**src/wst_pkg.sv**
```systemverilog
// Shared constants and types for the wide select tree.
package wst_pkg;

  // Data and select widths of the widest selector.
  localparam int unsigned DATA_W = 32;
  localparam int unsigned SEL_W  = 5;

  // Number of results produced at each level of the tree.
  localparam int unsigned L1_N = 16;
  localparam int unsigned L2_N = 8;
  localparam int unsigned L3_N = 4;
  localparam int unsigned L4_N = 2;

  // Reset value of the registered outputs.
  localparam logic RST_OUT = 1'h0;

  // Selector width in use.
  typedef enum logic [2:0] {
    WAY2,
    WAY4,
    WAY8,
    WAY16,
    WAY32
  } wst_width_e;

  // Registered state of the selector.
  typedef struct packed {
    logic generalOut;
    logic cascadeFeed;
  } wst_state_s;

endpackage

```
**src/wst_select_tree.sv**
```systemverilog
`timescale 1ns/10ps
module wst_select_tree (
  // Clock and reset.
  input  wire logic                       core_clk,
  input  wire logic                       arst_n,
  // Selector configuration.
  input  wire wst_pkg::wst_width_e        widthSel,
  input  wire logic                       gatedMode,
  input  wire logic                       enable,
  // Data and select code.
  input  wire logic [wst_pkg::DATA_W-1:0] dataIn,
  input  wire logic [wst_pkg::SEL_W-1:0]  selCode,
  // Registered results.
  output logic                            generalOut,
  output logic                            cascadeFeed
);

  // Elementary two-input select stage.
  function automatic logic selStage(input logic firstChoice, input logic secondChoice,
                                    input logic sel);
    selStage = sel ? secondChoice : firstChoice;
  endfunction

  wst_pkg::wst_state_s state_q;
  wst_pkg::wst_state_s state_d;

  // Builds the tree level by level and picks the result for the active width.
  always_comb begin
    logic [wst_pkg::L1_N-1:0] lvl1;
    logic [wst_pkg::L2_N-1:0] lvl2;
    logic [wst_pkg::L3_N-1:0] lvl3;
    logic [wst_pkg::L4_N-1:0] lvl4;
    logic                     lvl5;
    logic [wst_pkg::L2_N-1:0] feed2;
    logic [wst_pkg::L3_N-1:0] feed3;
    logic [wst_pkg::L4_N-1:0] feed4;
    logic                     feed5;
    logic                     gateL1;
    logic                     gateTop;
    logic                     result;
    logic                     resultFeed;
    lvl1       = '0;
    lvl2       = '0;
    lvl3       = '0;
    lvl4       = '0;
    lvl5       = 1'h0;
    feed2      = '0;
    feed3      = '0;
    feed4      = '0;
    feed5      = 1'h0;
    result     = 1'h0;
    resultFeed = 1'h0;
    // Dedicated stages have no enable, so the gate sits in a lookup stage: the first level
    // for four and eight ways, the final stage (built as lookup) for the other widths.
    gateL1  = !(gatedMode && !enable &&
                (widthSel == wst_pkg::WAY4 || widthSel == wst_pkg::WAY8));
    gateTop = !(gatedMode && !enable && (widthSel == wst_pkg::WAY2 ||
                widthSel == wst_pkg::WAY16 || widthSel == wst_pkg::WAY32));
    // Lookup level: one two-input stage per data pair, driven by select bit zero.
    for (int i = 0; i < wst_pkg::L1_N; i++) begin
      lvl1[i] = selStage(dataIn[2*i], dataIn[2*i+1], selCode[0]) & gateL1;
    end
    // Dedicated levels: each stage gives a general and a cascade output, and the next
    // level takes its inputs from the cascade outputs through the local feedback path.
    for (int i = 0; i < wst_pkg::L2_N; i++) begin
      lvl2[i]  = selStage(lvl1[2*i], lvl1[2*i+1], selCode[1]);
      feed2[i] = selStage(lvl1[2*i], lvl1[2*i+1], selCode[1]);
    end
    for (int i = 0; i < wst_pkg::L3_N; i++) begin
      lvl3[i]  = selStage(feed2[2*i], feed2[2*i+1], selCode[2]);
      feed3[i] = selStage(feed2[2*i], feed2[2*i+1], selCode[2]);
    end
    for (int i = 0; i < wst_pkg::L4_N; i++) begin
      lvl4[i]  = selStage(feed3[2*i], feed3[2*i+1], selCode[3]);
      feed4[i] = selStage(feed3[2*i], feed3[2*i+1], selCode[3]);
    end
    // The top select bit chooses between the lower and the upper half.
    lvl5  = selStage(feed4[0], feed4[1], selCode[4]);
    feed5 = selStage(feed4[0], feed4[1], selCode[4]);
    // The output stage of each width uses its own top select bit only.
    case (widthSel)
      wst_pkg::WAY2: begin
        result     = lvl1[0];
        resultFeed = lvl1[0];
      end
      wst_pkg::WAY4: begin
        result     = lvl2[0];
        resultFeed = feed2[0];
      end
      wst_pkg::WAY8: begin
        result     = lvl3[0];
        resultFeed = feed3[0];
      end
      wst_pkg::WAY16: begin
        result     = lvl4[0];
        resultFeed = feed4[0];
      end
      wst_pkg::WAY32: begin
        result     = lvl5;
        resultFeed = feed5;
      end
      default: begin
        result     = 1'h0;
        resultFeed = 1'h0;
      end
    endcase
    state_d.generalOut  = result & gateTop;
    state_d.cascadeFeed = resultFeed & gateTop;
  end

  // Registers the selected bit on both outputs.
  always_ff @(posedge core_clk or negedge arst_n) begin
    if (!arst_n) begin
      state_q <= '{generalOut: wst_pkg::RST_OUT, cascadeFeed: wst_pkg::RST_OUT};
    end else begin
      state_q <= state_d;
    end
  end

  assign generalOut  = state_q.generalOut;
  assign cascadeFeed = state_q.cascadeFeed;

  // Reference index: the select code cut to the width in use.
  logic [wst_pkg::SEL_W-1:0] refIdx;
  always_comb begin
    case (widthSel)
      wst_pkg::WAY2:  refIdx = {4'h0, selCode[0]};
      wst_pkg::WAY4:  refIdx = {3'h0, selCode[1:0]};
      wst_pkg::WAY8:  refIdx = {2'h0, selCode[2:0]};
      wst_pkg::WAY16: refIdx = {1'h0, selCode[3:0]};
      default:        refIdx = selCode;
    endcase
  end
  // Width codes beyond the widest select nothing, so the reference bit is zero there.
  logic refBit;
  assign refBit = (widthSel <= wst_pkg::WAY32) ? dataIn[refIdx] : 1'h0;
  logic offNow;
  assign offNow = gatedMode && !enable;

  property p_two_way;
    @(posedge core_clk) disable iff (!arst_n)
      (widthSel == wst_pkg::WAY2 && !offNow) |=>
        generalOut == $past(selCode[0] ? dataIn[1] : dataIn[0]);
  endproperty
  a_two_way: assert property (p_two_way) else $error("Two-way stage picked wrong input.");

  property p_outputs_equal;
    @(posedge core_clk) disable iff (!arst_n) cascadeFeed == generalOut;
  endproperty
  a_outputs_equal: assert property (p_outputs_equal) else $error("Outputs disagree.");

  property p_index_pick;
    @(posedge core_clk) disable iff (!arst_n) !offNow |=> generalOut == $past(refBit);
  endproperty
  a_index_pick: assert property (p_index_pick) else $error("Wrong input selected.");

  property p_cascade_pick;
    @(posedge core_clk) disable iff (!arst_n) !offNow |=> cascadeFeed == $past(refBit);
  endproperty
  a_cascade_pick: assert property (p_cascade_pick) else $error("Cascade wrong.");

  property p_four_way_top;
    @(posedge core_clk) disable iff (!arst_n)
      (widthSel == wst_pkg::WAY4 && selCode[1:0] == 2'h3 && !offNow) |=>
        generalOut == $past(dataIn[3]);
  endproperty
  a_four_way_top: assert property (p_four_way_top) else $error("Code 11 not input 3.");

  property p_width_mask;
    @(posedge core_clk) disable iff (!arst_n)
      (widthSel == wst_pkg::WAY8 && !offNow) |=> generalOut == $past(dataIn[selCode[2:0]]);
  endproperty
  a_width_mask: assert property (p_width_mask) else $error("Upper select bits used.");

  property p_gated_low;
    @(posedge core_clk) disable iff (!arst_n) offNow |=> !generalOut && !cascadeFeed;
  endproperty
  a_gated_low: assert property (p_gated_low) else $error("Disabled output not low.");

  property p_gated_small;
    @(posedge core_clk) disable iff (!arst_n)
      (offNow && (widthSel == wst_pkg::WAY4 || widthSel == wst_pkg::WAY8)) ##1 !offNow
        |=> generalOut == $past(refBit);
  endproperty
  a_gated_small: assert property (p_gated_small) else $error("Re-enable failed.");

  property p_gated_sixteen;
    @(posedge core_clk) disable iff (!arst_n)
      (offNow && widthSel == wst_pkg::WAY16) |=> !generalOut;
  endproperty
  a_gated_sixteen: assert property (p_gated_sixteen) else $error("16-way not gated.");

  property p_upper_half;
    @(posedge core_clk) disable iff (!arst_n)
      (widthSel == wst_pkg::WAY16 && selCode[3] && !offNow) |=>
        generalOut == $past(dataIn[{2'h1, selCode[2:0]}]);
  endproperty
  a_upper_half: assert property (p_upper_half) else $error("Top bit not upper half.");

  property p_wide_tree;
    @(posedge core_clk) disable iff (!arst_n)
      (widthSel == wst_pkg::WAY32 && !offNow) |=> generalOut == $past(dataIn[selCode]);
  endproperty
  a_wide_tree: assert property (p_wide_tree) else $error("32-way tree wrong.");

  // The cascade output of the two-way stage follows the same choice as the general one.
  property p_two_way_cascade;
    @(posedge core_clk) disable iff (!arst_n)
      (widthSel == wst_pkg::WAY2 && !offNow) |=>
        cascadeFeed == $past(selCode[0] ? dataIn[1] : dataIn[0]);
  endproperty
  a_two_way_cascade: assert property (p_two_way_cascade)
    else $error("Two-way cascade picked wrong input.");

  // Code zero of the four-way selector routes the first data input.
  property p_four_way_low;
    @(posedge core_clk) disable iff (!arst_n)
      (widthSel == wst_pkg::WAY4 && selCode[1:0] == 2'h0 && !offNow) |=>
        generalOut == $past(dataIn[0]);
  endproperty
  a_four_way_low: assert property (p_four_way_low)
    else $error("Code 00 not input 0.");

  // Every four-way code routes the input with the same unsigned number.
  property p_four_way_pick;
    @(posedge core_clk) disable iff (!arst_n)
      (widthSel == wst_pkg::WAY4 && !offNow) |=>
        generalOut == $past(dataIn[{3'h0, selCode[1:0]}]);
  endproperty
  a_four_way_pick: assert property (p_four_way_pick)
    else $error("Four-way index wrong.");

  // The sixteen-way selector uses four select bits and the lower sixteen inputs.
  property p_sixteen_pick;
    @(posedge core_clk) disable iff (!arst_n)
      (widthSel == wst_pkg::WAY16 && !offNow) |=>
        generalOut == $past(dataIn[{1'h0, selCode[3:0]}]);
  endproperty
  a_sixteen_pick: assert property (p_sixteen_pick)
    else $error("Sixteen-way index wrong.");

  // A low top bit keeps the sixteen-way result in the lower half.
  property p_lower_half;
    @(posedge core_clk) disable iff (!arst_n)
      (widthSel == wst_pkg::WAY16 && !selCode[3] && !offNow) |=>
        generalOut == $past(dataIn[{2'h0, selCode[2:0]}]);
  endproperty
  a_lower_half: assert property (p_lower_half)
    else $error("Top bit low not lower half.");

  // A high top bit moves the thirty-two-way result into the upper half.
  property p_wide_upper;
    @(posedge core_clk) disable iff (!arst_n)
      (widthSel == wst_pkg::WAY32 && selCode[4] && !offNow) |=>
        generalOut == $past(dataIn[{1'h1, selCode[3:0]}]);
  endproperty
  a_wide_upper: assert property (p_wide_upper)
    else $error("Top bit high not upper half.");

  // Width codes beyond the widest leave both outputs low.
  property p_bad_width;
    @(posedge core_clk) disable iff (!arst_n)
      (widthSel > wst_pkg::WAY32) |=> !generalOut && !cascadeFeed;
  endproperty
  a_bad_width: assert property (p_bad_width)
    else $error("Unused width code not low.");

  // The eight-way gated selector is held low through its first-level gate.
  property p_eight_way_gated;
    @(posedge core_clk) disable iff (!arst_n)
      (offNow && widthSel == wst_pkg::WAY8) |=>
        !generalOut && !cascadeFeed;
  endproperty
  a_eight_way_gated: assert property (p_eight_way_gated)
    else $error("Eight-way not gated.");

  // Gating at the final stage also holds the cascade output low.
  property p_gated_wide_feed;
    @(posedge core_clk) disable iff (!arst_n)
      (offNow && (widthSel == wst_pkg::WAY2 || widthSel == wst_pkg::WAY32)) |=>
        !cascadeFeed;
  endproperty
  a_gated_wide_feed: assert property (p_gated_wide_feed)
    else $error("Gated cascade not low.");

  // The sixteen-way final stage gates the cascade output as well.
  property p_gated_sixteen_feed;
    @(posedge core_clk) disable iff (!arst_n)
      (offNow && widthSel == wst_pkg::WAY16) |=> !cascadeFeed;
  endproperty
  a_gated_sixteen_feed: assert property (p_gated_sixteen_feed)
    else $error("Sixteen-way cascade not gated.");

  // Main scenarios.
  c_wide_high: cover property (@(posedge core_clk) disable iff (!arst_n)
    widthSel == wst_pkg::WAY32 && selCode == 5'h1F ##1 generalOut);
  c_gated_off: cover property (@(posedge core_clk) disable iff (!arst_n)
    offNow && dataIn != '0 ##1 !generalOut);
  c_four_way: cover property (@(posedge core_clk) disable iff (!arst_n)
    widthSel == wst_pkg::WAY4 && selCode[1:0] == 2'h3 ##1 generalOut);
  c_sixteen_gated: cover property (@(posedge core_clk) disable iff (!arst_n)
    offNow && widthSel == wst_pkg::WAY16 && dataIn[15:0] != '0 ##1 !generalOut);
  c_eight_reenable: cover property (@(posedge core_clk) disable iff (!arst_n)
    widthSel == wst_pkg::WAY8 && offNow ##1 !offNow ##1 generalOut);

endmodule

```
**config.mk**
```make
export PLATFORM = sky130hd
export DESIGN_NAME = wst_select_tree
export DESIGN_NICKNAME = d
export VERILOG_FILES = /design/src/wst_pkg.sv /design/src/wst_select_tree.sv
export SDC_FILE = /design/constraint.sdc
export NUM_CORES = 1
export LEC_CHECK = 0
export BUFFER_PORTS_ARGS = -buffer_cell sky130_fd_sc_hd__buf_2
export CORE_MARGIN = 2
export CORE_UTILIZATION = 25
export DETAILED_ROUTE_END_ITERATION = 7
export PLACE_DENSITY = 0.7
export SYNTH_ARGS = -nofsm -noshare
export SYNTH_HDL_FRONTEND = slang
export SYNTH_SLANG_ARGS = --single-unit
```
**constraint.sdc**
```tcl
create_clock -name core_clk -period 0.8 [get_ports core_clk]
set_input_delay 0.04 -clock core_clk [delete_from_list [all_inputs] [get_ports core_clk]]
set_output_delay 0.04 -clock core_clk [all_outputs]
set_load 0.1 [all_outputs]
```
# --- Word-level counts from Yosys, hierarchy flattened ---
# Cells that the tools add are included.
word_totals:
  reg_bits: 1
  output_inout_bits: 2
  wordCells: 64
op_classes:
  n_eq_ne: 4
  mux: 32
  bitwise: 17
  n_reduce_logical: 10
op_table:
  columns: ["operator", "n"]
  rows:
  - ["$mux W1", 31]
  - ["$and A1 B1 Y1", 17]
  - ["$eq A3 B2 Y1 const B", 2]
  - ["$pmux W1 S5", 1]
  - ["$eq A3 B1 Y1 const B", 1]
  - ["$eq A3 B3 Y1 const B", 1]
  - ["$logic_and A1 B1 Y1", 3]
  - ["$logic_not A1 Y1", 3]
  - ["$logic_not A3 Y1", 1]
  - ["$logic_or A1 B1 Y1", 3]

# --- Depth between registers and ports, before layout ---
# Gate-level depths: netlist of run 1.
depth:
  word_depth: 11
  ltp_mapped: 6
  ltp_nobuf: 5

# --- Worst setup path after synthesis of run 1 ---
# No wires, ideal clock.
synth_path:
  kind: "input -> register"
  from: "input port selCode[0] in the netlist's numbering"
  to: "register state_q, in the netlist generalOut"
  setup_time_ns: 0.126
  arrival_ns: 1.265
  slack_ns: -0.591
  path_stages: 5
  n_path_buf: 1
  path_cell_list: "buf_6 mux4_2 a211oi_2 a211oi_1 o311a_1"
synth_rtl:
  columns: ["item", "line_no", "text"]
  rows:
  - ["start, declared", "wst_select_tree.sv:12", "input wire logic [wst_pkg::SEL_W-1:0] selCode,"]
  - ["end signal, assigned", "wst_select_tree.sv:114", "state_q <= '{generalOut: wst_pkg::RST_OUT, cascadeFeed: wst_pkg::RST_OUT};"]
  - ["end signal, assigned", "wst_select_tree.sv:116", "state_q <= state_d;"]
  - ["end, declared", "wst_select_tree.sv:24", "wst_pkg::wst_state_s state_q;"]

==> impl_metrics.toml, run 1 <==
[synth]
synth.area.mux_share = 0.4500
synthFlopType = "dfrtp_1"
yosysSeqAreaShare = 0.05263
synth_top_family_by_area = "multiplexers"
synth_area_um2 = 475.5
synthAdderAreaFrac = 0
synth_seq_cells = 1
ys.warnings.count = 0
synth.distinct_cells = 28
synth-async-reset-ratio = 1.000
syn_area_per_cell_um2 = 10.12
synthXorXnorAreaFrac = 0
synthSimpleGateAreaFrac = 0.1737
synth_compound_area_frac = 0.2026
syn-num-nets = 91
syn_inst = 47
synth-edff-count = 0

[setup_path]
crit_required_ps = 670
cp_max_fo = 3
startpoint_type = "primary input"
path_class = "primary input to register"
end_kind = "register"
crit_arrival_ps = 1270

[routing]
first_pass_iters = 4
ant_nets = 0
dr.first_iter.drc_count = 4
wire_per_inst_um = 10.95
routed_wl_mm = 1.402
drc = 0
via_per_inst = 4.727
via_count = 605

[power_and_ir_drop]
peakVddDrop_mv = 0.3839
p_int_uw = 324.8
swShare = 0.3920
p_clk_frac = 0
p_leak_uw = 0.0004291
pwr-share-seq = 0.125
p_comb_frac = 0.875
powerDensity_mw_per_mm2 = 623.2
p_switching_uw = 209.4

[layout]
syn_to_final_growth_pct = 80.26
layout-drive-gt1-share = 0.6893
num_antenna_cells = 0
fin_nets = 149
design_area_um2 = 857.1
layout_common_cells = "42 x buf_2, 13 x buf_4, 6 x mux2i_1, 4 x nor2_1, 4 x mux4_2"
stdcell_count = 128
final_common_cell = "buf_2"
largest_reg_flops = 1

[grt]
antenna_found_initial = 0
grt_pass1_wl_mm = 2.228
grt_max_degree = 8
globalRouteOverflowTotal = 0
grtUsageTotal = 0.1306
grt_pass1_vias = 555

[die]
start_util = 0.2695
dieArea_mm2 = 0.002267
ios = 46
die_y_um = 47.61
rows = 15
dieWidth_um = 47.61
core_area_mm2 = 0.001764

[sta]
report.final.slew_viol_count = 0
report.final.hold_viol_count = 0
fin_ws_ps = -597.7
worst_pin_slew_ps = 246.0
finalSetupTns_ps = -597.7
rsz0062_at_grt = "true"
max_freq_mhz = 715.5
slew_headroom = 0.8346
period_share = 1.747
setup_viol_count_final = 1
timing.hold.ws_ps = 314.9
post-route-min-period_ps = 1398

[outcome]
violations = "negative setup slack"
status = "finished, violations left"

[placement]
gp_congestion = 0.6955
placed_cells = 127
pre_cts_slack_ps = -694.2
dp_hpwl_mm = 1.216
place_area_um2 = 824.5
numPortBuffers = 45

[clocking]
clk_pin_slew_worst_paths_ps = 0
post_cts_buffers = 0

[job]
max_cap_violations = 0

[worst_hold_path]
worstHoldPathType = "primary input to register"
## repair_timing
item,in CTS,in global routing
endpoints found under the setup margin,1,1
pin swaps,3,0
cloned,0,0
gates resized for setup,5,1
hold endpoints to repair,1,0
hold buffers,1,0
## per-stage QoR
| stage | total power (µW) | util |
|---|---|---|
| finish | 534.1 | 0.4858 |
| global route | 574.0 | 0.4858 |
| CTS | 532.7 | 0.4837 |
| detailed placement | 518.2 | 0.4674 |
| global placement | 512.9 | 0.4674 |
| floorplan | 328.9 | - |
## logic make-up (layout without fill, tap and decap cells)
logic type	count (synthesis)	in the layout
buffers and inverters	7	63
multiplexers	13	13
AND/OR/NAND/NOR	15	15
flip-flops	1	1
AO/OA/AOI/OAI	11	11
## worst max-delay path, cell delays in order
cell	delay, ps
buf_8	80
buf_6	100
mux4_2	500
a211oi_2	210
a211oi_2	60
o311a_1	280
## area by class of cell
class / count / area [µm²]
Fill cell: 184 / 907.1
Sequential cell: 1 / 28.78
Multi-Input combinational cell: 39 / 401.6
Timing Repair Buffer: 60 / 384.1
Inverter: 3 / 11.26
Tap cell: 25 / 31.28
## routing by layer
layer / vias to the layer above / track usage / share of wire
li1: 301 / - / -
met1: 269 / 0.1765 / 0.42
met2: 33 / 0.2351 / 0.48
met3: 2 / 0.007547 / 0.092
met4: 0 / 0.01622 / 0.011
met5: - / 0 / 0
## cells in the mapped netlist, types with 2 or more instances
| master | count | share of area |
|---|---|---|
| clkbuf_8 | 2 | 0.058 |
| inv_1 | 3 | 0.024 |
| mux2i_1 | 6 | 0.13 |
| mux4_1 | 2 | 0.11 |
| mux4_2 | 4 | 0.19 |
| nand2_1 | 3 | 0.024 |
| nand2b_1 | 2 | 0.026 |
| nor2_1 | 4 | 0.032 |
| o31ai_1 | 2 | 0.032 |
## path summary, 6_finish.rpt
check | start | end | slack (ps) | depth (start not counted)
max | selCode[0] | generalOut | -600 | 6
min | gatedMode | generalOut | 310 | 3
max in group asynchronous | arst_n | generalOut | 340 | 2
min in group asynchronous | arst_n | generalOut | 360 | 2
## power by group through the flow
stage	Combinational (µW)	Clock (µW)	Sequential, µW
2_1_floorplan	230	0	98.9
4_1_cts	466	0	66.8
6_report	468	0	66.6
3_5_place_dp	451	0	66.8
3_3_place_gp	446	0	66.7
5_1_grt	507	0	67.1
Power figures use the tool's default switching activity.
==> run 2: changes to the inputs <==
ABC_CLOCK_PERIOD_IN_PS = 800   (was unset)
CORE_UTILIZATION = 30   (was 25)
MAX_ROUTING_LAYER = met4   (was unset)
PLACE_DENSITY = 0.8   (was 0.7)
==> impl_metrics.toml, run 2 (synthesis gave the netlist of run 1 again) <==
[layout]
final_common_cell = "buf_2"
layout-drive-gt1-share = 0.6796
num_antenna_cells = 0
syn_to_final_growth_pct = 77.89
largest_reg_flops = 1
layout_common_cells = "42 x buf_2, 12 x buf_4, 6 x mux2i_1, 4 x nor2_1, 4 x mux4_2"
fin_nets = 149
layout.filler_cells = 140

[routing]
routed_wl_mm = 1.428
dr.first_iter.drc_count = 1
via_per_inst = 4.992
ant_nets = 0
via_count = 594
first_pass_iters = 2
drc = 0
wire_per_inst_um = 12.00

[setup_path]
end_kind = "register"
cp_top_family = "compound AO/OA/AOI/OAI gates"
startpoint_type = "primary input"
crit_arrival_ps = 1310
crit_required_ps = 670
startpoint = "selCode[0]"
crit_chain = "buf_8 > mux4_2 > and2b_4 > a211oi_2 > a211oi_2 > o311a_1"
cp_max_fo = 3
path_class = "primary input to register"
slowest_delay_ps = 500
cpMaxStageDelayCell = "mux4_2"
path_common_cell = "a211oi_2"
crit_buf_inv = 1

[grt]
grtUsageTotal = 0.1568
grt_pass1_wl_mm = 2.235
antenna_found_initial = 0
globalRouteOverflowTotal = 0
grt_pass1_vias = 546
grt_max_degree = 8

[sta]
setup_viol_count_final = 1
post-route-min-period_ps = 1443
slew_headroom = 0.8428
rsz0062_at_grt = "true"
worst_pin_slew_ps = 233.8
fin_ws_ps = -642.8
timing.hold.ws_ps = 316.4
max_freq_mhz = 693.1
report.final.slew_viol_count = 0
report.final.hold_viol_count = 0
period_share = 1.803

[power_and_ir_drop]
power_uw = 538.3
peakVddDrop_mv = 0.3475
powerDensity_mw_per_mm2 = 636.4
p_leak_uw = 0.0004302

[outcome]
violations = "negative setup slack"
status = "finished, violations left"

[worst_hold_path]
min_from = "gatedMode"
worstHoldPathType = "primary input to register"

[die]
rows = 14
dieArea_mm2 = 0.001919
ios = 46
dieWidth_um = 43.81
die_y_um = 43.81
core_area_mm2 = 0.001489
start_util = 0.3193

[placement]
numPortBuffers = 45
dp_hpwl_mm = 1.284
gp_congestion = 0.7339

[job]
max_cap_violations = 0

[clocking]
clk_pin_slew_worst_paths_ps = 0
[run 2: cell counts in the layout (fill, tap and decap cells not counted)]
No cell type changed its count.
[run 2: timing repair]
action	CTS	global route
hold buffers	1	0
buffers inserted	1	0
gates resized for setup	6	0
endpoints found under the hold margin	1	0
pin swaps	4	0
endpoints found under the setup margin	1	1
[run 2: area by class of cell]
type                            count  area (µm²)  share of cell area
Inverter                            3       11.26             0.01331
Multi-Input combinational cell     39       397.9              0.4704
Sequential cell                     1       28.78             0.03402
Tap cell                           16       20.02             0.02367
Timing Repair Buffer               60       387.9              0.4586
[run 2: tightest hold or removal path: cells and delay by family]
| kind | cells | cell delay [ps] |
|---|---|---|
| AO/OA/AOI/OAI | 1 | 100 |
| buffers and inverters | 1 | 80 |
| AND/OR/NAND/NOR | 1 | 50 |
[run 2: stage by stage]
step	util	area, µm²	setup WS [ps]	std cells	TNS (ps)
floorplan	-	495.5	-507.8	47	-576.5
global placement	0.5412	805.8	-670.7	117	-670.7
detailed placement	0.5412	805.8	-704.1	117	-704.1
CTS	0.5681	845.8	-611.6	119	-611.6
global route	0.5681	845.8	-697.2	119	-697.2
finish	0.5681	845.8	-642.8	119	-642.8
[run 2: path summary, 6_finish.rpt]
| path | endpoint | slack, ps | cells past startpoint |
|---|---|---|---|
| max | generalOut | -640 | 6 |
| min | generalOut | 320 | 3 |
| max in group asynchronous | generalOut | 350 | 2 |
| min in group asynchronous | generalOut | 350 | 2 |
[run 2: layer usage]
metal  wire length (µm)  track usage
met1                522       0.1692
met2                783       0.3235
met3                123     0.008333
met4                  0            0
met5                  0            -
[run 2: power breakdown]
part           total (µW)  switching (µW)  internal (µW)
combinational         471             205            267
clock                   0               0              0
sequential           66.8            7.46           59.4
==> run 3: changes to the inputs <==
ABC_CLOCK_PERIOD_IN_PS = 1200   (was 800)
CELL_PAD_IN_SITES_DETAIL_PLACEMENT = 0   (was unset)
CELL_PAD_IN_SITES_GLOBAL_PLACEMENT = 2   (was unset)
CORE_UTILIZATION = 16   (was 30)
PLACE_DENSITY = 0.83   (was 0.8)
TNS_END_PERCENT = 100   (was unset)
clock period = 1.2 ns   (was 0.8 ns; I/O delays follow)
==> impl_metrics.toml, run 3 (synthesis gave the netlist of run 1 again) <==
[outcome]
status = "finished, violations left"
violations = "negative setup slack"

[grt]
antenna_found_initial = 0
grt_pass1_wl_mm = 2.366
globalRouteOverflowTotal = 0
grt_pass1_vias = 596
grt_max_degree = 8
grtUsageTotal = 0.08718

[setup_path]
crit_required_ps = 1070
cp_max_fo = 4
startpoint_type = "primary input"
end_kind = "register"
path_class = "primary input to register"
crit_arrival_ps = 1320
startpoint = "selCode[0]"

[power_and_ir_drop]
pwr-share-seq = 0.119
peakVddDrop_mv = 0.4730
p_leak_uw = 0.0004135
p_int_uw = 190.9
p_comb_frac = 0.881
p_switching_uw = 134.8
swShare = 0.4139
powerDensity_mw_per_mm2 = 400.5
p_clk_frac = 0

[placement]
numPortBuffers = 45
place_area_um2 = 784.5
dp_hpwl_mm = 1.373
gp_congestion = 0.8065

[die]
dieArea_mm2 = 0.003423
start_util = 0.1709
ios = 46
die_y_um = 58.51
rows = 19
core_area_mm2 = 0.002781
dieWidth_um = 58.51

[layout]
num_antenna_cells = 0
utilization = 0.2924
layout-drive-gt1-share = 0.6733
layout.filler_cells = 296
final_common_cell = "buf_2"
syn_to_final_growth_pct = 71.05
fin_nets = 147
layout_common_cells = "44 x buf_2, 11 x buf_4, 6 x mux2i_1, 4 x nor2_1, 4 x mux4_2"
largest_reg_flops = 1
design_area_um2 = 813.3

[sta]
worst_pin_slew_ps = 482.9
slew_headroom = 0.6803
timing.hold.ws_ps = 347.0
finalSetupTns_ps = -248.8
max_freq_mhz = 690.2
report.final.hold_viol_count = 0
rsz0062_at_grt = "true"
period_share = 1.207
fin_ws_ps = -248.8
setup_viol_count_final = 1
post-route-min-period_ps = 1449
report.final.slew_viol_count = 0

[routing]
routed_wl_mm = 1.436
first_pass_iters = 2
ant_nets = 0
wire_per_inst_um = 10.88
dr.first_iter.drc_count = 4
via_per_inst = 4.280
drc = 0
via_count = 565

[worst_hold_path]
worstHoldPathType = "primary input to register"
holdPathEnd = "generalOut"
min_from = "gatedMode"
worstHoldPathCells = 3

[clocking]
clk_pin_slew_worst_paths_ps = 0
post_cts_buffers = 0

[job]
max_cap_violations = 0
## run 3: power groups by stage
stage | clock [µW] | combinational (µW) | sequential, µW
after floorplan | 0 | 146 | 62.4
after global placement | 0 | 278 | 39.2
after detailed placement | 0 | 282 | 39.0
after CTS | 0 | 291 | 39.0
after global routing | 0 | 311 | 39.6
final | 0 | 287 | 38.9
## run 3: layer usage
metal	global-route usage	wire, µm	vias to the layer above
met5	-	0	-
met4	0	0	0
met3	0.008791	95	0
met2	0.1621	761	23
met1	0.1077	579	243
li1	-	-	299
## run 3: worst max-delay path by stage
stage / end / cells after the start
finish: generalOut / 6
global route: generalOut / 6
CTS: generalOut / 6
detailed placement: generalOut / 6
global placement: generalOut / 6
floorplan: generalOut / 5
## run 3: layout make-up
type | count | area, µm² | area share
Multi-Input combinational cell | 39 | 397.9 | 0.4892
Sequential cell | 1 | 26.28 | 0.03231
Inverter | 3 | 11.26 | 0.01385
Timing Repair Buffer | 58 | 339.1 | 0.4169
Tap cell | 31 | 38.79 | 0.04769
## run 3: metrics by stage
step	instances	worst slack, ps	total power [µW]
floorplan	47	-180.8	207.9
global placement	131	-345.4	316.9
finish	132	-248.8	325.7
CTS	132	-264.7	329.7
detailed placement	131	-385.1	321.3
global route	132	-300.8	351.0
## run 3: worst max-delay path, cell delays in order
cell and delay, ps:
buf_8 70, buf_6 100, mux4_2 490, a211oi_2 220, a211oi_2 70, o311a_1 300
## run 3: what timing repair did
item	in CTS	in global routing
resized for setup	3	1
endpoints found under the setup margin	1	1
hold endpoints to repair	1	0
hold buffers	1	0
pin swaps	4	0
